**src/hdl/sco_pkg.sv**
```systemverilog
// package: register map, field layout and reset values of the clock control
package sco_pkg;
	localparam logic [7:0] SCO_ADDR_OSC_CONTROL = 8'hb2;
	localparam logic [7:0] SCO_ADDR_OSC_TRIM    = 8'hb3;
	localparam logic [7:0] SCO_ADDR_FLASH_TIME  = 8'hb6;
	localparam logic [7:0] SCO_ADDR_FLASH_CTRL  = 8'hb8;
	localparam logic [7:0] SCO_ADDR_SRC_STATUS  = 8'hbc;
	localparam logic [7:0] SCO_ADDR_PEND        = 8'hc0;
	// osc_control fields, then the flash time and flash control bits
	localparam int SCO_BIT_READY  = 4;
	localparam int SCO_BIT_CLKSEL = 3;
	localparam int SCO_BIT_OSCEN  = 2;
	localparam int SCO_BIT_DIV_HI = 1;
	localparam int SCO_BIT_DIV_LO = 0;
	localparam int SCO_BIT_FPE    = 7;
	localparam int SCO_BIT_FWE    = 0;
	localparam logic [1:0] SCO_DIV8 = 2'h0;
	localparam logic [1:0] SCO_DIV4 = 2'h1;
	localparam logic [1:0] SCO_DIV2 = 2'h2;
	localparam logic [1:0] SCO_DIV1 = 2'h3;
	localparam logic [7:0] SCO_RST_FLASH_TIME = 8'h80;
	localparam logic [6:0] SCO_TRIM_MASK_W    = 7'h7f;
	// oscillator settle time after enable or trim change
	localparam int SCO_SETTLE_NS     = 1000;
	localparam int SCO_CLK_NS        = 25;
	localparam int SCO_SETTLE_CYCLES = SCO_SETTLE_NS / SCO_CLK_NS;
	localparam int SCO_IRQ_W         = 8;
	localparam logic [1:0] SCO_RESP_OKAY   = 2'h0;
	localparam logic [1:0] SCO_RESP_SLVERR = 2'h2;
	typedef enum logic [2:0] {
		SCO_SRC_DIV  = 3'h1,
		SCO_SRC_EXT  = 3'h2,
		SCO_SRC_OFF  = 3'h4
	} sco_src_type;
endpackage

```
**src/hdl/sco_clock_control.sv**
```systemverilog
// system clock source selection, oscillator trim and flash timing control
//
// The AXI4-Lite slave port is this design's own decision.
module sco_clock_control
	import sco_pkg::*;
#(
	parameter logic [6:0] FACTORY_TRIM = 7'h40
) (
	input  wire logic                 clk,
	input  wire logic                 arst_n,
	input  wire logic [7:0]           s_axi_awaddr,
	input  wire logic                 s_axi_awvalid,
	output logic                      s_axi_awready,
	input  wire logic [31:0]          s_axi_wdata,
	input  wire logic [3:0]           s_axi_wstrb,
	input  wire logic                 s_axi_wvalid,
	output logic                      s_axi_wready,
	output logic [1:0]                s_axi_bresp,
	output logic                      s_axi_bvalid,
	input  wire logic                 s_axi_bready,
	input  wire logic [7:0]           s_axi_araddr,
	input  wire logic                 s_axi_arvalid,
	output logic                      s_axi_arready,
	output logic [31:0]               s_axi_rdata,
	output logic [1:0]                s_axi_rresp,
	output logic                      s_axi_rvalid,
	input  wire logic                 s_axi_rready,
	input  wire logic                 ext_osc_valid,
	input  wire logic                 flash_busy,
	input  wire logic [SCO_IRQ_W-1:0] irq_in,
	output logic                      osc_enable,
	output logic [6:0]                osc_trim,
	output logic                      core_clk_en,
	output logic [2:0]                core_src,
	output logic                      flash_pulse_enable,
	output logic                      flash_write_enable,
	output logic [SCO_IRQ_W-1:0]      irq_out
);

	////////////////////////////////////////////////////////////////////////
	// register state
	logic       aw_have_r, aw_have_nxt, w_have_r, w_have_nxt;
	logic [7:0] aw_addr_r, aw_addr_nxt;
	logic [31:0] w_data_r, w_data_nxt;
	logic       w_lane0_r, w_lane0_nxt;
	logic       bvalid_r, bvalid_nxt, rvalid_r, rvalid_nxt;
	logic [1:0] bresp_r, bresp_nxt, rresp_r, rresp_nxt;
	logic [31:0] rdata_r, rdata_nxt;
	logic       clksel_r, clksel_nxt, oscen_r, oscen_nxt;
	logic [1:0] div_r, div_nxt;
	logic [6:0] trim_r, trim_nxt;
	logic       trim_loaded_r, trim_loaded_nxt;
	logic       fpe_r, fpe_nxt, fwe_r, fwe_nxt;
	logic [15:0] settle_r, settle_nxt;
	logic       ready_r, ready_nxt;
	logic [2:0] div_cnt_r, div_cnt_nxt;
	logic       en_r, en_nxt;
	logic [SCO_IRQ_W-1:0] pend_r, pend_nxt, irq_r, irq_nxt;
	logic       busy_s1_r, busy_s2_r, ext_s1_r, ext_s2_r;
	logic [SCO_IRQ_W-1:0] irq_s1_r, irq_s2_r;
	logic       do_write, do_read;
	sco_src_type src_r, src_nxt;

	function automatic logic [2:0] div_mask(input logic [1:0] sel);
		unique case (sel)
			SCO_DIV8: div_mask = 3'h7;
			SCO_DIV4: div_mask = 3'h3;
			SCO_DIV2: div_mask = 3'h1;
			SCO_DIV1: div_mask = 3'h0;
		endcase
	endfunction

	function automatic logic [31:0] reg_read(input logic [7:0] a);
		reg_read = 32'h0;
		unique case (a)
			SCO_ADDR_OSC_CONTROL: begin
				reg_read[SCO_BIT_READY]  = ready_r;
				reg_read[SCO_BIT_CLKSEL] = clksel_r;
				reg_read[SCO_BIT_OSCEN]  = oscen_r;
				reg_read[SCO_BIT_DIV_HI:SCO_BIT_DIV_LO] = div_r;
			end
			SCO_ADDR_OSC_TRIM:   reg_read[6:0] = trim_r;
			SCO_ADDR_FLASH_TIME: reg_read[SCO_BIT_FPE] = fpe_r;
			SCO_ADDR_FLASH_CTRL: reg_read[SCO_BIT_FWE] = fwe_r;
			SCO_ADDR_SRC_STATUS: reg_read[2:0] = src_r;
			SCO_ADDR_PEND:       reg_read[SCO_IRQ_W-1:0] = pend_r;
			default:             reg_read = 32'h0;
		endcase
	endfunction

	function automatic logic known(input logic [7:0] a);
		known = (a == SCO_ADDR_OSC_CONTROL) || (a == SCO_ADDR_OSC_TRIM) ||
			(a == SCO_ADDR_FLASH_TIME) || (a == SCO_ADDR_FLASH_CTRL) ||
			(a == SCO_ADDR_SRC_STATUS) || (a == SCO_ADDR_PEND);
	endfunction

	////////////////////////////////////////////////////////////////////////
	// axi4-lite slave
	assign s_axi_awready = !aw_have_r && !bvalid_r;
	assign s_axi_wready  = !w_have_r && !bvalid_r;
	assign s_axi_arready = !rvalid_r;
	assign s_axi_bvalid  = bvalid_r;
	assign s_axi_bresp   = bresp_r;
	assign s_axi_rvalid  = rvalid_r;
	assign s_axi_rresp   = rresp_r;
	assign s_axi_rdata   = rdata_r;
	assign do_write = aw_have_r && w_have_r && !bvalid_r;
	assign do_read  = s_axi_arvalid && !rvalid_r;

	always_comb begin
		aw_have_nxt = aw_have_r;
		aw_addr_nxt = aw_addr_r;
		w_have_nxt  = w_have_r;
		w_data_nxt  = w_data_r;
		w_lane0_nxt = w_lane0_r;
		bvalid_nxt  = bvalid_r;
		bresp_nxt   = bresp_r;
		rvalid_nxt  = rvalid_r;
		rresp_nxt   = rresp_r;
		rdata_nxt   = rdata_r;
		if (s_axi_awvalid && s_axi_awready) begin
			aw_have_nxt = 1'b1;
			aw_addr_nxt = s_axi_awaddr;
		end
		if (s_axi_wvalid && s_axi_wready) begin
			w_have_nxt  = 1'b1;
			w_data_nxt  = s_axi_wdata;
			w_lane0_nxt = s_axi_wstrb[0];
		end
		if (do_write) begin
			aw_have_nxt = 1'b0;
			w_have_nxt  = 1'b0;
			bvalid_nxt  = 1'b1;
			bresp_nxt   = known(aw_addr_r) ? SCO_RESP_OKAY : SCO_RESP_SLVERR;
		end else if (bvalid_r && s_axi_bready) begin
			bvalid_nxt = 1'b0;
		end
		if (do_read) begin
			rvalid_nxt = 1'b1;
			rdata_nxt  = reg_read(s_axi_araddr);
			rresp_nxt  = known(s_axi_araddr) ? SCO_RESP_OKAY : SCO_RESP_SLVERR;
		end else if (rvalid_r && s_axi_rready) begin
			rvalid_nxt = 1'b0;
		end
	end

	////////////////////////////////////////////////////////////////////////
	// control registers
	always_comb begin
		clksel_nxt      = clksel_r;
		oscen_nxt       = oscen_r;
		div_nxt         = div_r;
		trim_nxt        = trim_r;
		trim_loaded_nxt = 1'b1;
		fpe_nxt         = fpe_r;
		fwe_nxt         = fwe_r;
		// calibration value taken on the first clock after reset release
		if (!trim_loaded_r)
			trim_nxt = FACTORY_TRIM;
		if (do_write && w_lane0_r) begin
			unique case (aw_addr_r)
				SCO_ADDR_OSC_CONTROL: begin
					clksel_nxt = w_data_r[SCO_BIT_CLKSEL];
					oscen_nxt  = w_data_r[SCO_BIT_OSCEN];
					div_nxt    = w_data_r[SCO_BIT_DIV_HI:SCO_BIT_DIV_LO];
				end
				SCO_ADDR_OSC_TRIM:
					trim_nxt = w_data_r[6:0] & SCO_TRIM_MASK_W;
				SCO_ADDR_FLASH_TIME: fpe_nxt = w_data_r[SCO_BIT_FPE];
				SCO_ADDR_FLASH_CTRL: fwe_nxt = w_data_r[SCO_BIT_FWE];
				default: ;
			endcase
		end
	end

	////////////////////////////////////////////////////////////////////////
	// oscillator ready: settles again after enable or trim change
	always_comb begin
		settle_nxt = settle_r;
		ready_nxt  = ready_r;
		if (!oscen_r || trim_nxt != trim_r || !trim_loaded_r) begin
			settle_nxt = 16'(SCO_SETTLE_CYCLES);
			ready_nxt  = 1'b0;
		end else if (settle_r != 16'h0) begin
			settle_nxt = settle_r - 16'h1;
		end else begin
			ready_nxt = 1'b1;
		end
	end

	////////////////////////////////////////////////////////////////////////
	// core clock enable: divider pulse or external strobe
	always_comb begin
		div_cnt_nxt = div_cnt_r;
		en_nxt      = 1'b0;
		src_nxt     = src_r;
		if (clksel_r) begin
			src_nxt = SCO_SRC_EXT;
			en_nxt  = ext_s2_r;
		end else if (!oscen_r) begin
			src_nxt = SCO_SRC_OFF;
		end else begin
			src_nxt = SCO_SRC_DIV;
			// wrap counts at or above mask so a new ratio takes effect at once
			if (div_cnt_r >= div_mask(div_r)) begin
				div_cnt_nxt = 3'h0;
				en_nxt      = 1'b1;
			end else begin
				div_cnt_nxt = div_cnt_r + 3'h1;
			end
		end
	end

	////////////////////////////////////////////////////////////////////////
	// interrupt hold during flash write or erase
	always_comb begin
		pend_nxt = pend_r | irq_s2_r;
		irq_nxt  = irq_r;
		if (!busy_s2_r && !fwe_r) begin
			irq_nxt  = pend_nxt;
			pend_nxt = '0;
		end else begin
			irq_nxt = '0;
		end
	end

	////////////////////////////////////////////////////////////////////////
	always_ff @(posedge clk or negedge arst_n) begin
		if (!arst_n) begin
			busy_s1_r <= 1'b0;
			busy_s2_r <= 1'b0;
			ext_s1_r  <= 1'b0;
			ext_s2_r  <= 1'b0;
			irq_s1_r  <= '0;
			irq_s2_r  <= '0;
		end else begin
			busy_s1_r <= flash_busy;
			busy_s2_r <= busy_s1_r;
			ext_s1_r  <= ext_osc_valid;
			ext_s2_r  <= ext_s1_r;
			irq_s1_r  <= irq_in;
			irq_s2_r  <= irq_s1_r;
		end
	end

	always_ff @(posedge clk or negedge arst_n) begin
		if (!arst_n) begin
			aw_have_r <= 1'b0;
			aw_addr_r <= 8'h0;
			w_have_r  <= 1'b0;
			w_data_r  <= 32'h0;
			w_lane0_r <= 1'b0;
			bvalid_r  <= 1'b0;
			bresp_r   <= SCO_RESP_OKAY;
			rvalid_r  <= 1'b0;
			rresp_r   <= SCO_RESP_OKAY;
			rdata_r   <= 32'h0;
			clksel_r  <= 1'b0;
			oscen_r   <= 1'b1;
			div_r     <= SCO_DIV8;
			trim_r    <= 7'h0;
			trim_loaded_r <= 1'b0;
			fpe_r     <= SCO_RST_FLASH_TIME[SCO_BIT_FPE];
			fwe_r     <= 1'b0;
			settle_r  <= 16'h0;
			ready_r   <= 1'b0;
			div_cnt_r <= 3'h0;
			en_r      <= 1'b0;
			src_r     <= SCO_SRC_DIV;
			pend_r    <= '0;
			irq_r     <= '0;
		end else begin
			aw_have_r <= aw_have_nxt;
			aw_addr_r <= aw_addr_nxt;
			w_have_r  <= w_have_nxt;
			w_data_r  <= w_data_nxt;
			w_lane0_r <= w_lane0_nxt;
			bvalid_r  <= bvalid_nxt;
			bresp_r   <= bresp_nxt;
			rvalid_r  <= rvalid_nxt;
			rresp_r   <= rresp_nxt;
			rdata_r   <= rdata_nxt;
			clksel_r  <= clksel_nxt;
			oscen_r   <= oscen_nxt;
			div_r     <= div_nxt;
			trim_r    <= trim_nxt;
			trim_loaded_r <= trim_loaded_nxt;
			fpe_r     <= fpe_nxt;
			fwe_r     <= fwe_nxt;
			settle_r  <= settle_nxt;
			ready_r   <= ready_nxt;
			div_cnt_r <= div_cnt_nxt;
			en_r      <= en_nxt;
			src_r     <= src_nxt;
			pend_r    <= pend_nxt;
			irq_r     <= irq_nxt;
		end
	end

	assign osc_enable         = oscen_r;
	assign osc_trim           = trim_r;
	assign core_clk_en        = en_r;
	assign core_src           = src_r;
	assign flash_pulse_enable = fpe_r;
	assign flash_write_enable = fwe_r;
	assign irq_out            = irq_r;

endmodule

```
**config.mk**
```make
export PLATFORM = sky130hd
export DESIGN_NAME = sco_clock_control
export DESIGN_NICKNAME = d
export VERILOG_FILES = /design/src/hdl/sco_pkg.sv /design/src/hdl/sco_clock_control.sv
export SDC_FILE = /design/constraint.sdc
export NUM_CORES = 1
export LEC_CHECK = 0
export ABC_AREA = 1
export BUFFER_PORTS_ARGS = -buffer_cell sky130_fd_sc_hd__buf_2
export CELL_PAD_IN_SITES_DETAIL_PLACEMENT = 2
export CELL_PAD_IN_SITES_GLOBAL_PLACEMENT = 2
export CORE_ASPECT_RATIO = 0.75
export CORE_MARGIN = 2
export CORE_UTILIZATION = 30
export CTS_BUF_LIST = sky130_fd_sc_hd__clkbuf_8
export DETAILED_ROUTE_END_ITERATION = 10
export GPL_TIMING_DRIVEN = 0
export PLACE_DENSITY = 0.86
export SLEW_MARGIN = 30
export SYNTH_ARGS = -nofsm -noshare
export SYNTH_HDL_FRONTEND = slang
export SYNTH_SLANG_ARGS = --single-unit
```
**constraint.sdc**
```tcl
create_clock -name clk -period 4.6 [get_ports clk]
set_input_delay 0.46 -clock clk [delete_from_list [all_inputs] [get_ports clk]]
set_output_delay 0.46 -clock clk [all_outputs]
set_load 0.005 [all_outputs]
```
Yosys cells after proc, flatten, opt, wreduce, memory -nomap -nowiden
Cells that the tools add are included.
{"block": "op_classes", "add_sub_neg": 2, "order_cmp": 1, "n_eq_ne": 17, "muxes": 33, "bitwise_logic": 2, "reduce_logical": 42}
{"cell": "$eq 8x8->1 const B", "n": 12}
{"cell": "$mux 16", "n": 2}
{"cell": "$mux 7", "n": 3}
{"cell": "$mux 8", "n": 2}
{"cell": "$reduce_bool 16->1", "n": 1}
{"cell": "$sub 16x1->16 const B", "n": 1}
{"cell": "$mux 3", "n": 5}
{"cell": "$mux 1", "n": 13}
{"cell": "$logic_or 1x1->1", "n": 12}
{"cell": "$pmux 3 s4", "n": 1}
{"cell": "$logic_and 1x1->1", "n": 11}
{"cell": "$reduce_bool 2->1", "n": 5}
{"cell": "$logic_not 1->1", "n": 8}
{"cell": "$or 8x8->8", "n": 1}
{"cell": "$pmux 2 s4", "n": 1}
{"cell": "$reduce_and 2->1", "n": 4}
{"cell": "$ne 7x7->1", "n": 1}
{"cell": "$pmux 2 s3", "n": 1}
{"cell": "$pmux 1 s5", "n": 1}
{"cell": "$eq 2x2->1 const B", "n": 2}
{"cell": "$mux 2", "n": 2}
{"cell": "$pmux 2 s2", "n": 1}
{"cell": "$add 3x1->3 const B", "n": 1}
{"cell": "$ge 3x3->1", "n": 1}
{"cell": "5 further kinds", "n": 5}
{"block": "totals", "regBits": 107, "input_bits": 69, "out_inout_bits": 63, "word_cells": 127}

Longest topological paths before layout
Gate-level depths: netlist (run 1).
{"block": "logic_depth", "depth_word": 8, "depth_mapped": 15, "depth_no_buf": 14}

Worst setup path before layout (run 1)
OpenSTA, ideal clock, no wires.
{"block": "synth_timing", "path_kind": "reg2reg", "from": "register settle_r[0]", "to": "register settle_r[10]", "setup_time_ps": 124, "arrival_ps": 1551, "required_ps": 4476, "path_slack_ps": 2925, "path_stages_with_launch": 12, "n_path_buf": 0, "period_less_slack_ps": 1675, "path_cell_list": "dfrtp_1 inv_1 ha_1 nand3_1 nor2_1 nand2_2 nand2_1 nor2_2 nand2_1 nor2_2 xor2_1 nor2_4"}
{"block": "synth_between", "elab_chain_cells": 3, "elab_cells_between_ends": 5, "classes_between": "add/sub (1); mux (2); reduce/logical (2)"}
{"element": "start: declaration", "line_no": "sco_clock_control.sv:54", "text": "logic [15:0] settle_r, settle_nxt;"}
{"element": "start signal: assignment", "line_no": "sco_clock_control.sv:290", "text": "settle_r <= settle_nxt;"}
{"element": "$sub 16x1->16", "line_no": "sco_clock_control.sv:185", "text": "settle_nxt = settle_r - 16'h1;"}
{"element": "$mux 16", "line_no": "sco_clock_control.sv:184", "text": "end else if (settle_r != 16'h0) begin"}
{"element": "$mux 16", "line_no": "sco_clock_control.sv:181", "text": "if (!oscen_r || trim_nxt != trim_r || !trim_loaded_r) begin"}
Several ways; a longest one is shown, not always the timed one. The select of a mux whose other input is x is not followed.
A chain may end at the register's enable or synchronous reset.

Worst setup path in the final report (run 1)
{"block": "layout_timing", "from": "register settle_r[0]", "to": "register settle_r[15]"}
The elaborated chain is that of the path after synthesis.

==> results of run 1 <==
## critical path: stages, from the launching register on
cell and delay (ns):
dfrtp_1 0.34, inv_1 0.09, ha_1 0.23, nand3_1 0.11, nor2_1 0.08, nand2_2 0.16
nand4_1 0.20, nor2_1 0.34, nand2_1 0.12, xor2_1 0.25, nor2_4 0.06
## per-layer routing
metal  up-vias  routed length [microns]
li1       1832                        -
met1      1968                     6097
met2        79                     7561
met3        19                      586
met4         0                      305
met5         -                        0
## cells by family after synthesis
group	Yosys count
xor gates and xnor gates	12
AOI/OAI and AO/OA	71
DFF	105
other	2
adders and majority gates	6
muxes	4
buffers and inverters	111
and+or+nand+nor	215
## power by group through the flow
stage	sequential [uW]	combinational (uW)	clock, uW
floorplan	1130	277	0
global placement	1130	408	0
detailed placement	1150	449	0
CTS	1130	453	576
global route	1150	509	608
finish	1130	445	559
## final timing paths
kind                              from      endpoint  depth (start not counted)  slack [ns]
min in group clk             irq_in[2]   irq_s1_r[2]                          1        0.16
max                        settle_r[0]  settle_r[15]                         10        2.51
min reg2reg                   ext_s1_r      ext_s2_r                          0        0.36
max in group asynchronous       arst_n    osc_enable                          2        3.85
min                             arst_n     aw_have_r                          1        0.06
max reg2reg                settle_r[0]  settle_r[15]                         10        2.51
## synth_stat cells, types with 2 or more instances
library cell,count
or2_2,2
nand2_4,3
nand3_2,2
nor2_1,51
clkbuf_1,3
dfstp_2,3
o31ai_1,2
o21ai_0,19
o22ai_1,5
a21oi_1,37
nand3b_1,3
nor2_2,2
buf_4,26
mux2_2,3
nor3_1,6
xor2_1,9
nor4_1,4
nor2_4,14
ha_1,6
xnor2_1,3
nand2_2,7
dfrtp_1,102
nand2_1,90
nand4_1,5
a31oi_1,4
nand3_1,24
inv_2,6
conb_1,2
inv_1,75
## sequential cells by signal, indices dropped and copies added (netlist names), 3 cells and up
signal       cells
aw_addr_r        8
core_src         3
div_cnt_r        3
irq_out          8
irq_s1_r         8
irq_s2_r         8
osc_trim         7
pend_r           8
s_axi_rdata      8
settle_r        16
w_data_r         8
## cells in the final DEF, fill, tap and decap left out, types with 3 or more instances in the layout
master / count
nand2_2: 7
buf_2: 77
nor2_4: 14
a21oi_1: 37
nand3_1: 24
xor2_1: 9
nor4_1: 4
dfrtp_1: 102
clkbuf_1: 3
mux2_2: 3
nor3_1: 6
inv_2: 6
inv_1: 76
nor2_1: 51
conb_1: 27
xnor2_1: 3
o21ai_0: 19
clkbuf_8: 9
dfstp_2: 3
inv_6: 3
ha_1: 6
o22ai_1: 5
buf_4: 26
nand2_4: 3
nand3b_1: 3
nand2_1: 90
nand4_1: 5
a31oi_1: 4
## final cells by class
class,instances,area [sq um],area share
Clock buffer,9,123.9,0.02137
Inverter,81,304.0,0.05246
Multi-Input combinational cell,335,1777,0.3066
Sequential cell,105,2631,0.4540
Timing Repair Buffer,79,416.7,0.07189
Buffer,30,226.5,0.03908
Tap cell,210,262.8,0.04534
Clock inverter,7,53.80,0.009283
## per-stage QoR
stage	utilization	cells	worst slack, ns
after detailed placement	0.3530	840	2.508
after global placement	0.3513	839	1.851
final	0.3642	856	2.513
after CTS	0.3642	856	2.463
after global routing	0.3642	856	2.319
after floorplan	-	551	2.925
==> flow_metrics.env, run 1 <==
export IMPL_outcome="completed"
export IMPL_grt_pass1_wl_mm=23.56
export IMPL_pwr_share_comb=0.209
export IMPL_path_clk_slew_ns=0.11
export IMPL_synthSimpleGateAreaFrac=0.2211
export IMPL_syn_to_final_growth_pct=19.63
export IMPL_vias=3898
export IMPL_rsz0062_at_grt="no"
export IMPL_p_clk_frac=0.262
export IMPL_fillCellCount=1809
export IMPL_finalHoldViolations=0
export IMPL_ir_worst_vdd_mv=0.1248
export IMPL_row_count=40
export IMPL_grt_pass1_vias=4383
export IMPL_wl_per_cell_microns=17.00
export IMPL_synth_area_mux_share=0.009039
export IMPL_synthArstFlopShare=1.000
export IMPL_remaining_drc_errors=0
export IMPL_synth_area_leader_cell="dfrtp_1"
export IMPL_pwr_share_seq=0.529
export IMPL_antenna_found_initial=0
export IMPL_synth_adder_area_share=0.01550
export IMPL_die_area_sq_um=17190
export IMPL_core_area_sq_um=15920
export IMPL_synth_compound_area_share=0.07851
export IMPL_cts_tree="yes"
export IMPL_grt_busiest_layer="met2"
export IMPL_first_pass_iters=4
export IMPL_worstSetupPathType="reg2reg"
export IMPL_startpoint_type="flop"
export IMPL_crit_path_max_fanout=5
export IMPL_routed_wl_mm=14.55
export IMPL_met2_usage=0.3242
export IMPL_yosysWarnings=0
export IMPL_htreeDepth=3
export IMPL_setup_viol=0
export IMPL_switchingPower_uw=724.5
export IMPL_internal_power_uw=1407
export IMPL_p_leak_uw=0.003114
export IMPL_place_congestion=0.8107
export IMPL_required_ns=4.88
export IMPL_antenna_left=0
export IMPL_cts_buffer_depth=2
export IMPL_die_y_microns=114.1
export IMPL_sw_frac_of_total=0.3399
export IMPL_holdBufCountCts=0
export IMPL_syn_inst=526
export IMPL_finalMaxSlewViolations=0
export IMPL_cts_resized=0
export IMPL_synth_area_leaders="dfrtp_1 (53%), nand2_1 (7.0%), inv_1 (5.8%)"
export IMPL_die_w_microns=150.7
export IMPL_dp_hpwl_mm=11.22
export IMPL_slew_limit_headroom=0.5474
export IMPL_max_freq_mhz=479.3
export IMPL_power_total_uw=2132
export IMPL_holdWs_ns=0.05559
export IMPL_grt_util_met1=0.2182
export IMPL_io_buffers=78
export IMPL_power_density_nw_per_um2=367.8
export IMPL_synth_top_family_by_area="simple AND/OR/NAND/NOR gates"
export IMPL_cts_num_sinks=105
export IMPL_arrival_ns=2.37
export IMPL_cap_violations=0
export IMPL_fin_crit_sh=0.4536
export IMPL_ys_types=37
export IMPL_grt_max_degree=65
export IMPL_grtUsageTotal=0.1809
export IMPL_overflow=0
export IMPL_stdcell_area_sq_um=5796
export IMPL_period_needed_ns=2.087
export IMPL_ys_flop_type="dfrtp_1"
export IMPL_setup_tns_ns=0
export IMPL_drive_above_1_share=0.2554
export IMPL_cts_root_buf="clkbuf_8"
export IMPL_postPlaceCellArea_sq_um=5618
export IMPL_synth_top_cell_area_share=0.5269
export IMPL_io_pins=132
export IMPL_cts_setup_buffers=0
export IMPL_use_met3=0.03426
export IMPL_diodes=0
export IMPL_clock_skew_ns=0.008507
export IMPL_synth_xor_area_frac=0.02169
export IMPL_synth_area_sq_um=4845
export IMPL_tightest_slew_ns=0.6764
export IMPL_synth_seq_area_share=0.5431
export IMPL_viasPerCell=4.554
export IMPL_cts_buffers=9
export IMPL_nNetsFinal=716
export IMPL_start_util=0.3044
export IMPL_insertion_delay_ns=0.39
export IMPL_synth_area_per_cell_sq_um=9.210
export IMPL_synth_seq_cells=105
export IMPL_hold_path_class="in2async"
export IMPL_critPathCaptureType="flop"
export IMPL_synth_edf_count=0
export IMPL_drt_iter0_markers=194
(Power assumes the default switching activity.)
==> run 2: changes to the inputs <==
--- a/config.mk
+++ b/config.mk
@@ -11,11 +11,11 @@
 export CELL_PAD_IN_SITES_GLOBAL_PLACEMENT = 2
 export CORE_ASPECT_RATIO = 0.75
 export CORE_MARGIN = 2
-export CORE_UTILIZATION = 30
+export CORE_UTILIZATION = 29
 export CTS_BUF_LIST = sky130_fd_sc_hd__clkbuf_8
 export DETAILED_ROUTE_END_ITERATION = 10
 export GPL_TIMING_DRIVEN = 0
-export PLACE_DENSITY = 0.86
+export PLACE_DENSITY = 0.87
 export SLEW_MARGIN = 30
 export SYNTH_ARGS = -nofsm -noshare
 export SYNTH_HDL_FRONTEND = slang
==> constraint.sdc (replaced) <==
create_clock -name clk -period 1.9 [get_ports clk]
set_input_delay 0.19 -clock clk [delete_from_list [all_inputs] [get_ports clk]]
set_output_delay 0.19 -clock clk [all_outputs]
set_load 0.005 [all_outputs]
==> run 2 against run 1 <==
  * The run now ends with negative setup slack left
  * Die area increased by 3.3%
  * Via count rose by 9.0%
  * Clock skew rose by 0.023 ns
  * Register-to-register slack lost 2.7 ns
  * Critical path depth up 4
  * Sequential power grew 140%
  * Combinational power grew to 3.1 times the previous value
  * Largest cell class unchanged
  * Highest routed layer unchanged
==> flow_metrics.env, run 2 (same netlist as run 1, synthesis figures left out) <==
export IMPL_grt_max_degree=71
export IMPL_tightest_slew_ns=0.6712
export IMPL_cts_num_sinks=105
export IMPL_switchingPower_uw=2000
export IMPL_holdWs_ns=0.02791
export IMPL_routed_wl_mm=18.49
export IMPL_grt_pass1_vias=4780
export IMPL_rsz0062_at_grt="yes"
export IMPL_sw_frac_of_total=0.3622
export IMPL_whs_path_depth=2
export IMPL_outcome="finished with violations"
export IMPL_power_total_uw=5522
export IMPL_vias=4249
export IMPL_grt_pass1_wl_mm=26.93
export IMPL_final_cell_mix="dfrtp_1 (102), buf_2 (77), inv_1 (73)"
export IMPL_core_area_sq_um=16170
export IMPL_internal_power_uw=3522
export IMPL_cts_root_buf="clkbuf_8"
export IMPL_dp_hpwl_mm=11.47
export IMPL_first_pass_iters=4
export IMPL_drive_above_1_share=0.3494
export IMPL_hold_path_class="in2reg"
export IMPL_syn_to_final_growth_pct=31.61
export IMPL_die_w_microns=153.2
export IMPL_power_density_nw_per_um2=866.0
export IMPL_slew_limit_headroom=0.5509
export IMPL_ir_worst_vdd_mv=0.3162
export IMPL_stdcell_area_sq_um=6376
export IMPL_antenna_found_initial=0
export IMPL_setup_viol=18
export IMPL_die_area_sq_um=17770
export IMPL_dpl_worst_slack_ns=-0.1696
export IMPL_layout_setup_ws_ns=-0.1803
export IMPL_cts_buffer_depth=2
export IMPL_cap_violations=0
export IMPL_pwr_share_comb=0.251
export IMPL_remaining_drc_errors=0
export IMPL_finalHoldViolations=0
export IMPL_io_buffers=78
export IMPL_arrival_ns=2.43
export IMPL_nNetsFinal=754
export IMPL_crit_path_max_fanout=5
export IMPL_cts_buffers=9
export IMPL_largest_reg_flops=16
export IMPL_reg2reg_depth=14
export IMPL_insertion_delay_ns=0.42
export IMPL_clock_skew_ns=0.03180
export IMPL_die_y_microns=115.9
export IMPL_start_util=0.2997
export IMPL_antenna_left=0
export IMPL_required_ns=2.25
export IMPL_postPlaceCellArea_sq_um=5625
export IMPL_htreeDepth=3
export IMPL_place_congestion=0.8244
export IMPL_fin_crit_sh=1.095
export IMPL_drt_iter0_markers=158
export IMPL_io_pins=132
export IMPL_path_clk_slew_ns=0.13
export IMPL_p_clk_frac=0.248
export IMPL_critPathCaptureType="flop"
export IMPL_row_count=40
export IMPL_period_needed_ns=2.080
export IMPL_layout_commonest_cell="dfrtp_1"
export IMPL_grtUsageTotal=0.1963
export IMPL_cts_tree="yes"
export IMPL_diodes=0
export IMPL_max_freq_mhz=480.7
export IMPL_startpoint_type="flop"
export IMPL_regMostFlops="settle_r"
export IMPL_p_leak_uw=0.003338
export IMPL_violations="negative setup slack"
export IMPL_viasPerCell=4.753
export IMPL_finalMaxSlewViolations=0
export IMPL_wl_per_cell_microns=20.68
export IMPL_worstSetupPathType="reg2reg"
export IMPL_overflow=0
export IMPL_pwr_share_seq=0.501
==> run 2: cell count changes in the layout (fill, tap and decap cells not counted), sizes merged <==
cell         previous run  this run
buf                   106       131
dlygate4sd3             0        13
inv                    86        84
clkinv                  1         2
clkinvlp                1         2
==> run 2: through the flow <==
stage                     TNS (ns)  cells  utilization
after floorplan                  0    551            -
after global placement      -52.73    839       0.3459
after detailed placement    -1.423    840       0.3480
after CTS                  -0.1028    884       0.3817
after global routing        -4.088    894       0.3944
final                       -2.620    894       0.3944
==> run 2: layout make-up <==
| cell class | count | area, sq um |
|---|---|---|
| Clock buffer | 9 | 123.9 |
| Sequential cell | 105 | 2631 |
| Fill cell | 1790 | 9789 |
| Inverter | 81 | 309.0 |
| Timing Repair Buffer | 117 | 773.2 |
| Multi-Input combinational cell | 335 | 1997 |
| Buffer | 30 | 226.5 |
| Tap cell | 210 | 262.8 |
| Clock inverter | 7 | 52.55 |
==> run 2: critical path: stages, from the launching register on <==
cell      delay (ns)
dfrtp_1         0.41
nand2_2         0.12
inv_2           0.07
nand2_2         0.08
nor2_8          0.21
buf_4           0.14
nand3_1         0.09
nand3b_1        0.15
nand2_1         0.09
inv_2           0.06
nand2_2         0.06
nor2_4          0.12
nand2_4         0.12
buf_16          0.17
nor2_4          0.10
==> run 2: power by group through the flow <==
stage	sequential (uW)	combinational, uW	clock, uW
5_1_grt	2790	1530	1490
2_1_floorplan	2720	670	0
4_1_cts	2730	1240	1370
3_3_place_gp	2750	986	0
6_report	2760	1390	1370
3_5_place_dp	2780	1090	0
==> run 2: metal layers <==
metal | vias to the layer above | global-route usage | share of wire | wire [microns]
met5 | - | 0 | 0 | 0
li1 | 1908 | - | - | -
met1 | 2169 | 0.2344 | 0.43 | 7935
met2 | 126 | 0.3464 | 0.49 | 9054
met3 | 46 | 0.04787 | 0.044 | 816
met4 | 0 | 0.07593 | 0.037 | 682
==> run 2: worst paths after layout <==
| check | start | end | slack [ns] |
|---|---|---|---|
| setup / recovery | aw_addr_r[1] | settle_r[12] | -0.18 |
| hold / removal | s_axi_awaddr[5] | aw_addr_r[5] | 0.03 |
| setup reg to reg | aw_addr_r[1] | settle_r[12] | -0.18 |
| hold reg to reg | irq_s1_r[0] | irq_s2_r[0] | 0.36 |
| max in group asynchronous | arst_n | flash_pulse_enable | 0.95 |
| min in group asynchronous | arst_n | irq_s1_r[2] | 0.24 |
==> run 2: timing repair <==
action,CTS,global route
resized for setup,33,35
hold endpoints to repair,47,0
gates cloned,1,0
setup endpoints to repair,15,18
hold buffers,13,0
pin swaps,16,23
setup buffers,14,11
==> run 3: changes to the inputs <==
--- a/config.mk
+++ b/config.mk
@@ -10,7 +10,7 @@
 export CELL_PAD_IN_SITES_DETAIL_PLACEMENT = 2
 export CELL_PAD_IN_SITES_GLOBAL_PLACEMENT = 2
 export CORE_ASPECT_RATIO = 0.75
-export CORE_MARGIN = 2
+export CORE_MARGIN = 10
 export CORE_UTILIZATION = 29
 export CTS_BUF_LIST = sky130_fd_sc_hd__clkbuf_8
 export DETAILED_ROUTE_END_ITERATION = 10
==> run 3 against run 2 <==
  * The flow still finishes with violations (negative setup slack)
  * Design area grew 1.8%
  * Worst setup slack lost 0.012 ns
  * Non-clock buffer count grew 7
  * Critical endpoint is now settle_r[1]
  * First-iteration DRC count grew 100%
  * Fmax shrank 0.58%
  * Combinational power grew 17%
  * Power grew 6.9%
  * Clock-buffer cell count grew 1
  * Critical path depth is the same
  * Via count grew 2.6%
  * Sequential share of layout area shrank 0.66 points
  * Global-route usage shrank 2.7 points
==> flow_metrics.env, run 3 (same netlist as run 1, synthesis figures left out) <==
export IMPL_outcome="finished with violations"
export IMPL_violations="negative setup slack"
export IMPL_grt_pass1_wl_mm=29.73
export IMPL_syn_to_final_growth_pct=33.94
export IMPL_grtUsageTotal=0.1696
export IMPL_clock_skew_ns=0.01984
export IMPL_required_ns=2.23
export IMPL_rsz0062_at_grt="yes"
export IMPL_layout_commonest_cell="dfrtp_1"
export IMPL_final_cell_mix="dfrtp_1 (99), buf_2 (77), inv_1 (73)"
export IMPL_cts_tree="yes"
export IMPL_arrival_ns=2.42
export IMPL_overflow=0
export IMPL_dp_cells=840
export IMPL_antenna_found_initial=0
export IMPL_cp_top_family="simple AND/OR/NAND/NOR gates"
export IMPL_grt_max_degree=71
export IMPL_cts_num_sinks=105
export IMPL_fin_cells=900
export IMPL_tightest_slew_ns=0.7049
export IMPL_critPathSlowestCell="dfrtp_1"
export IMPL_fin_crit_sh=1.101
export IMPL_first_pass_iters=4
export IMPL_cp_num_buf_inv=3
export IMPL_pwr_share_seq=0.474
export IMPL_regMostFlops="settle_r"
export IMPL_viasPerCell=4.846
export IMPL_die_area_sq_um=22330
export IMPL_nNetsFinal=761
export IMPL_core_area_sq_um=16220
export IMPL_htreeDepth=3
export IMPL_max_freq_mhz=477.9
export IMPL_remaining_drc_errors=0
export IMPL_startpoint="aw_addr_r[4]"
export IMPL_p_leak_uw=0.003357
export IMPL_cts_buffer_depth=2
export IMPL_setup_viol=18
export IMPL_wl_per_cell_microns=23.96
export IMPL_finalMaxSlewViolations=0
export IMPL_antenna_left=0
export IMPL_insertion_delay_ns=0.40
export IMPL_crit_path_max_fanout=5
export IMPL_slew_limit_headroom=0.5257
export IMPL_largest_reg_flops=16
export IMPL_place_congestion=0.8059
export IMPL_cp_cell_sequence="nand2_1 > inv_1 > nand2_4 > nor2_8 > buf_6 > nand3_4 > nand2_4 > nor2_4 > nor2_4 > nand2_2 > nor2_4 > nand2_4 > buf_6 > nor2_1"
export IMPL_dp_hpwl_mm=11.95
export IMPL_pwr_share_comb=0.274
export IMPL_finalHoldViolations=0
export IMPL_hold_path_class="in2reg"
export IMPL_slowest_delay_ns=0.40
export IMPL_drive_above_1_share=0.3580
export IMPL_critPathCaptureType="flop"
export IMPL_worstSetupPathType="reg2reg"
export IMPL_grt_pass1_vias=4985
export IMPL_p_clk_frac=0.252
export IMPL_path_clk_slew_ns=0.11
export IMPL_die_y_microns=131.9
export IMPL_layout_setup_ws_ns=-0.1924
export IMPL_cts_root_buf="clkbuf_8"
export IMPL_vias=4361
export IMPL_start_util=0.2988
export IMPL_cap_violations=0
export IMPL_hold_start="s_axi_wstrb[0]"
export IMPL_startpoint_type="flop"
export IMPL_fillCellCount=1789
export IMPL_die_w_microns=169.2
export IMPL_io_buffers=78
export IMPL_internal_power_uw=3776
export IMPL_drt_iter0_markers=316
export IMPL_row_count=40
export IMPL_diodes=0
export IMPL_setup_tns_ns=-2.779
export IMPL_cts_buffers=9
export IMPL_r2r_start="aw_addr_r[4]"
export IMPL_switchingPower_uw=2129
export IMPL_ir_worst_vdd_mv=0.3723
export IMPL_power_density_nw_per_um2=910.0
export IMPL_io_pins=132
export IMPL_sw_frac_of_total=0.3606
export IMPL_routed_wl_mm=21.56
export IMPL_period_needed_ns=2.092
-- run 3: worst paths after layout --
kind                               end  slack [ns]  cells after the start
setup / recovery           settle_r[1]       -0.19                     14
hold / removal               w_lane0_r        0.03                      2
setup reg to reg           settle_r[1]       -0.19                     14
hold reg to reg            irq_s2_r[4]        0.36                      0
max in group asynchronous  core_src[0]        0.93                      3
min in group asynchronous    w_lane0_r        0.26                      2
-- run 3: layer usage --
metal	vias up	global-route usage	share of wire
met5	-	0	0
met4	0	0.05694	0.028
met3	49	0.04082	0.044
met2	118	0.3007	0.51
met1	2279	0.1940	0.42
li1	1915	-	-
-- run 3: per-stage QoR --
step | power [uW] | area, sq um | setup WS, ns | util | hold WS (ns)
floorplan | 3394 | 4938 | 0.2250 | - | -0.1056
global placement | 3742 | 5592 | -0.5443 | 0.3448 | 0.3006
detailed placement | 3881 | 5625 | -0.1903 | 0.3469 | 0.1173
CTS | 5572 | 6226 | 0.005242 | 0.3840 | 0.01819
global route | 6195 | 6489 | -0.2629 | 0.4002 | 0.03160
finish | 5905 | 6489 | -0.1924 | 0.4002 | 0.02760
-- run 3: what timing repair did --
item                       CTS  global route
setup endpoints to repair   17            19
hold endpoints to repair    47             0
buffers inserted            19            12
gates cloned                 1             0
pin swaps                   13            23
hold buffers                13             0
gates resized for setup     29            49
-- run 3: final cells by class --
type,count,area (sq um),share of cell area
clock inverters,5,57.56,0.008870
inverters,81,309.0,0.04763
well taps,210,262.8,0.04049
plain buffers,30,226.5,0.03490
flip-flops and latches,105,2635,0.4061
clock buffers,10,137.6,0.02121
repair buffers,124,825.8,0.1273
multi-input cells,335,2034,0.3135
-- run 3: worst register-to-register path: cells and delay by family (launching register included) --
| family | cells | cell delay (ns) |
|---|---|---|
| buffers and inverters | 3 | 0.42 |
| AND/OR/NAND/NOR | 11 | 1.21 |
| flip-flops | 1 | 0.40 |
-- run 3: power by group through the flow --
| stage | Sequential [uW] | Combinational (uW) | Clock [uW] |
|---|---|---|---|
| CTS | 2750 | 1340 | 1490 |
| global placement | 2750 | 997 | 0 |
| detailed placement | 2790 | 1090 | 0 |
| finish | 2800 | 1620 | 1490 |
| floorplan | 2720 | 670 | 0 |
| global route | 2830 | 1760 | 1610 |
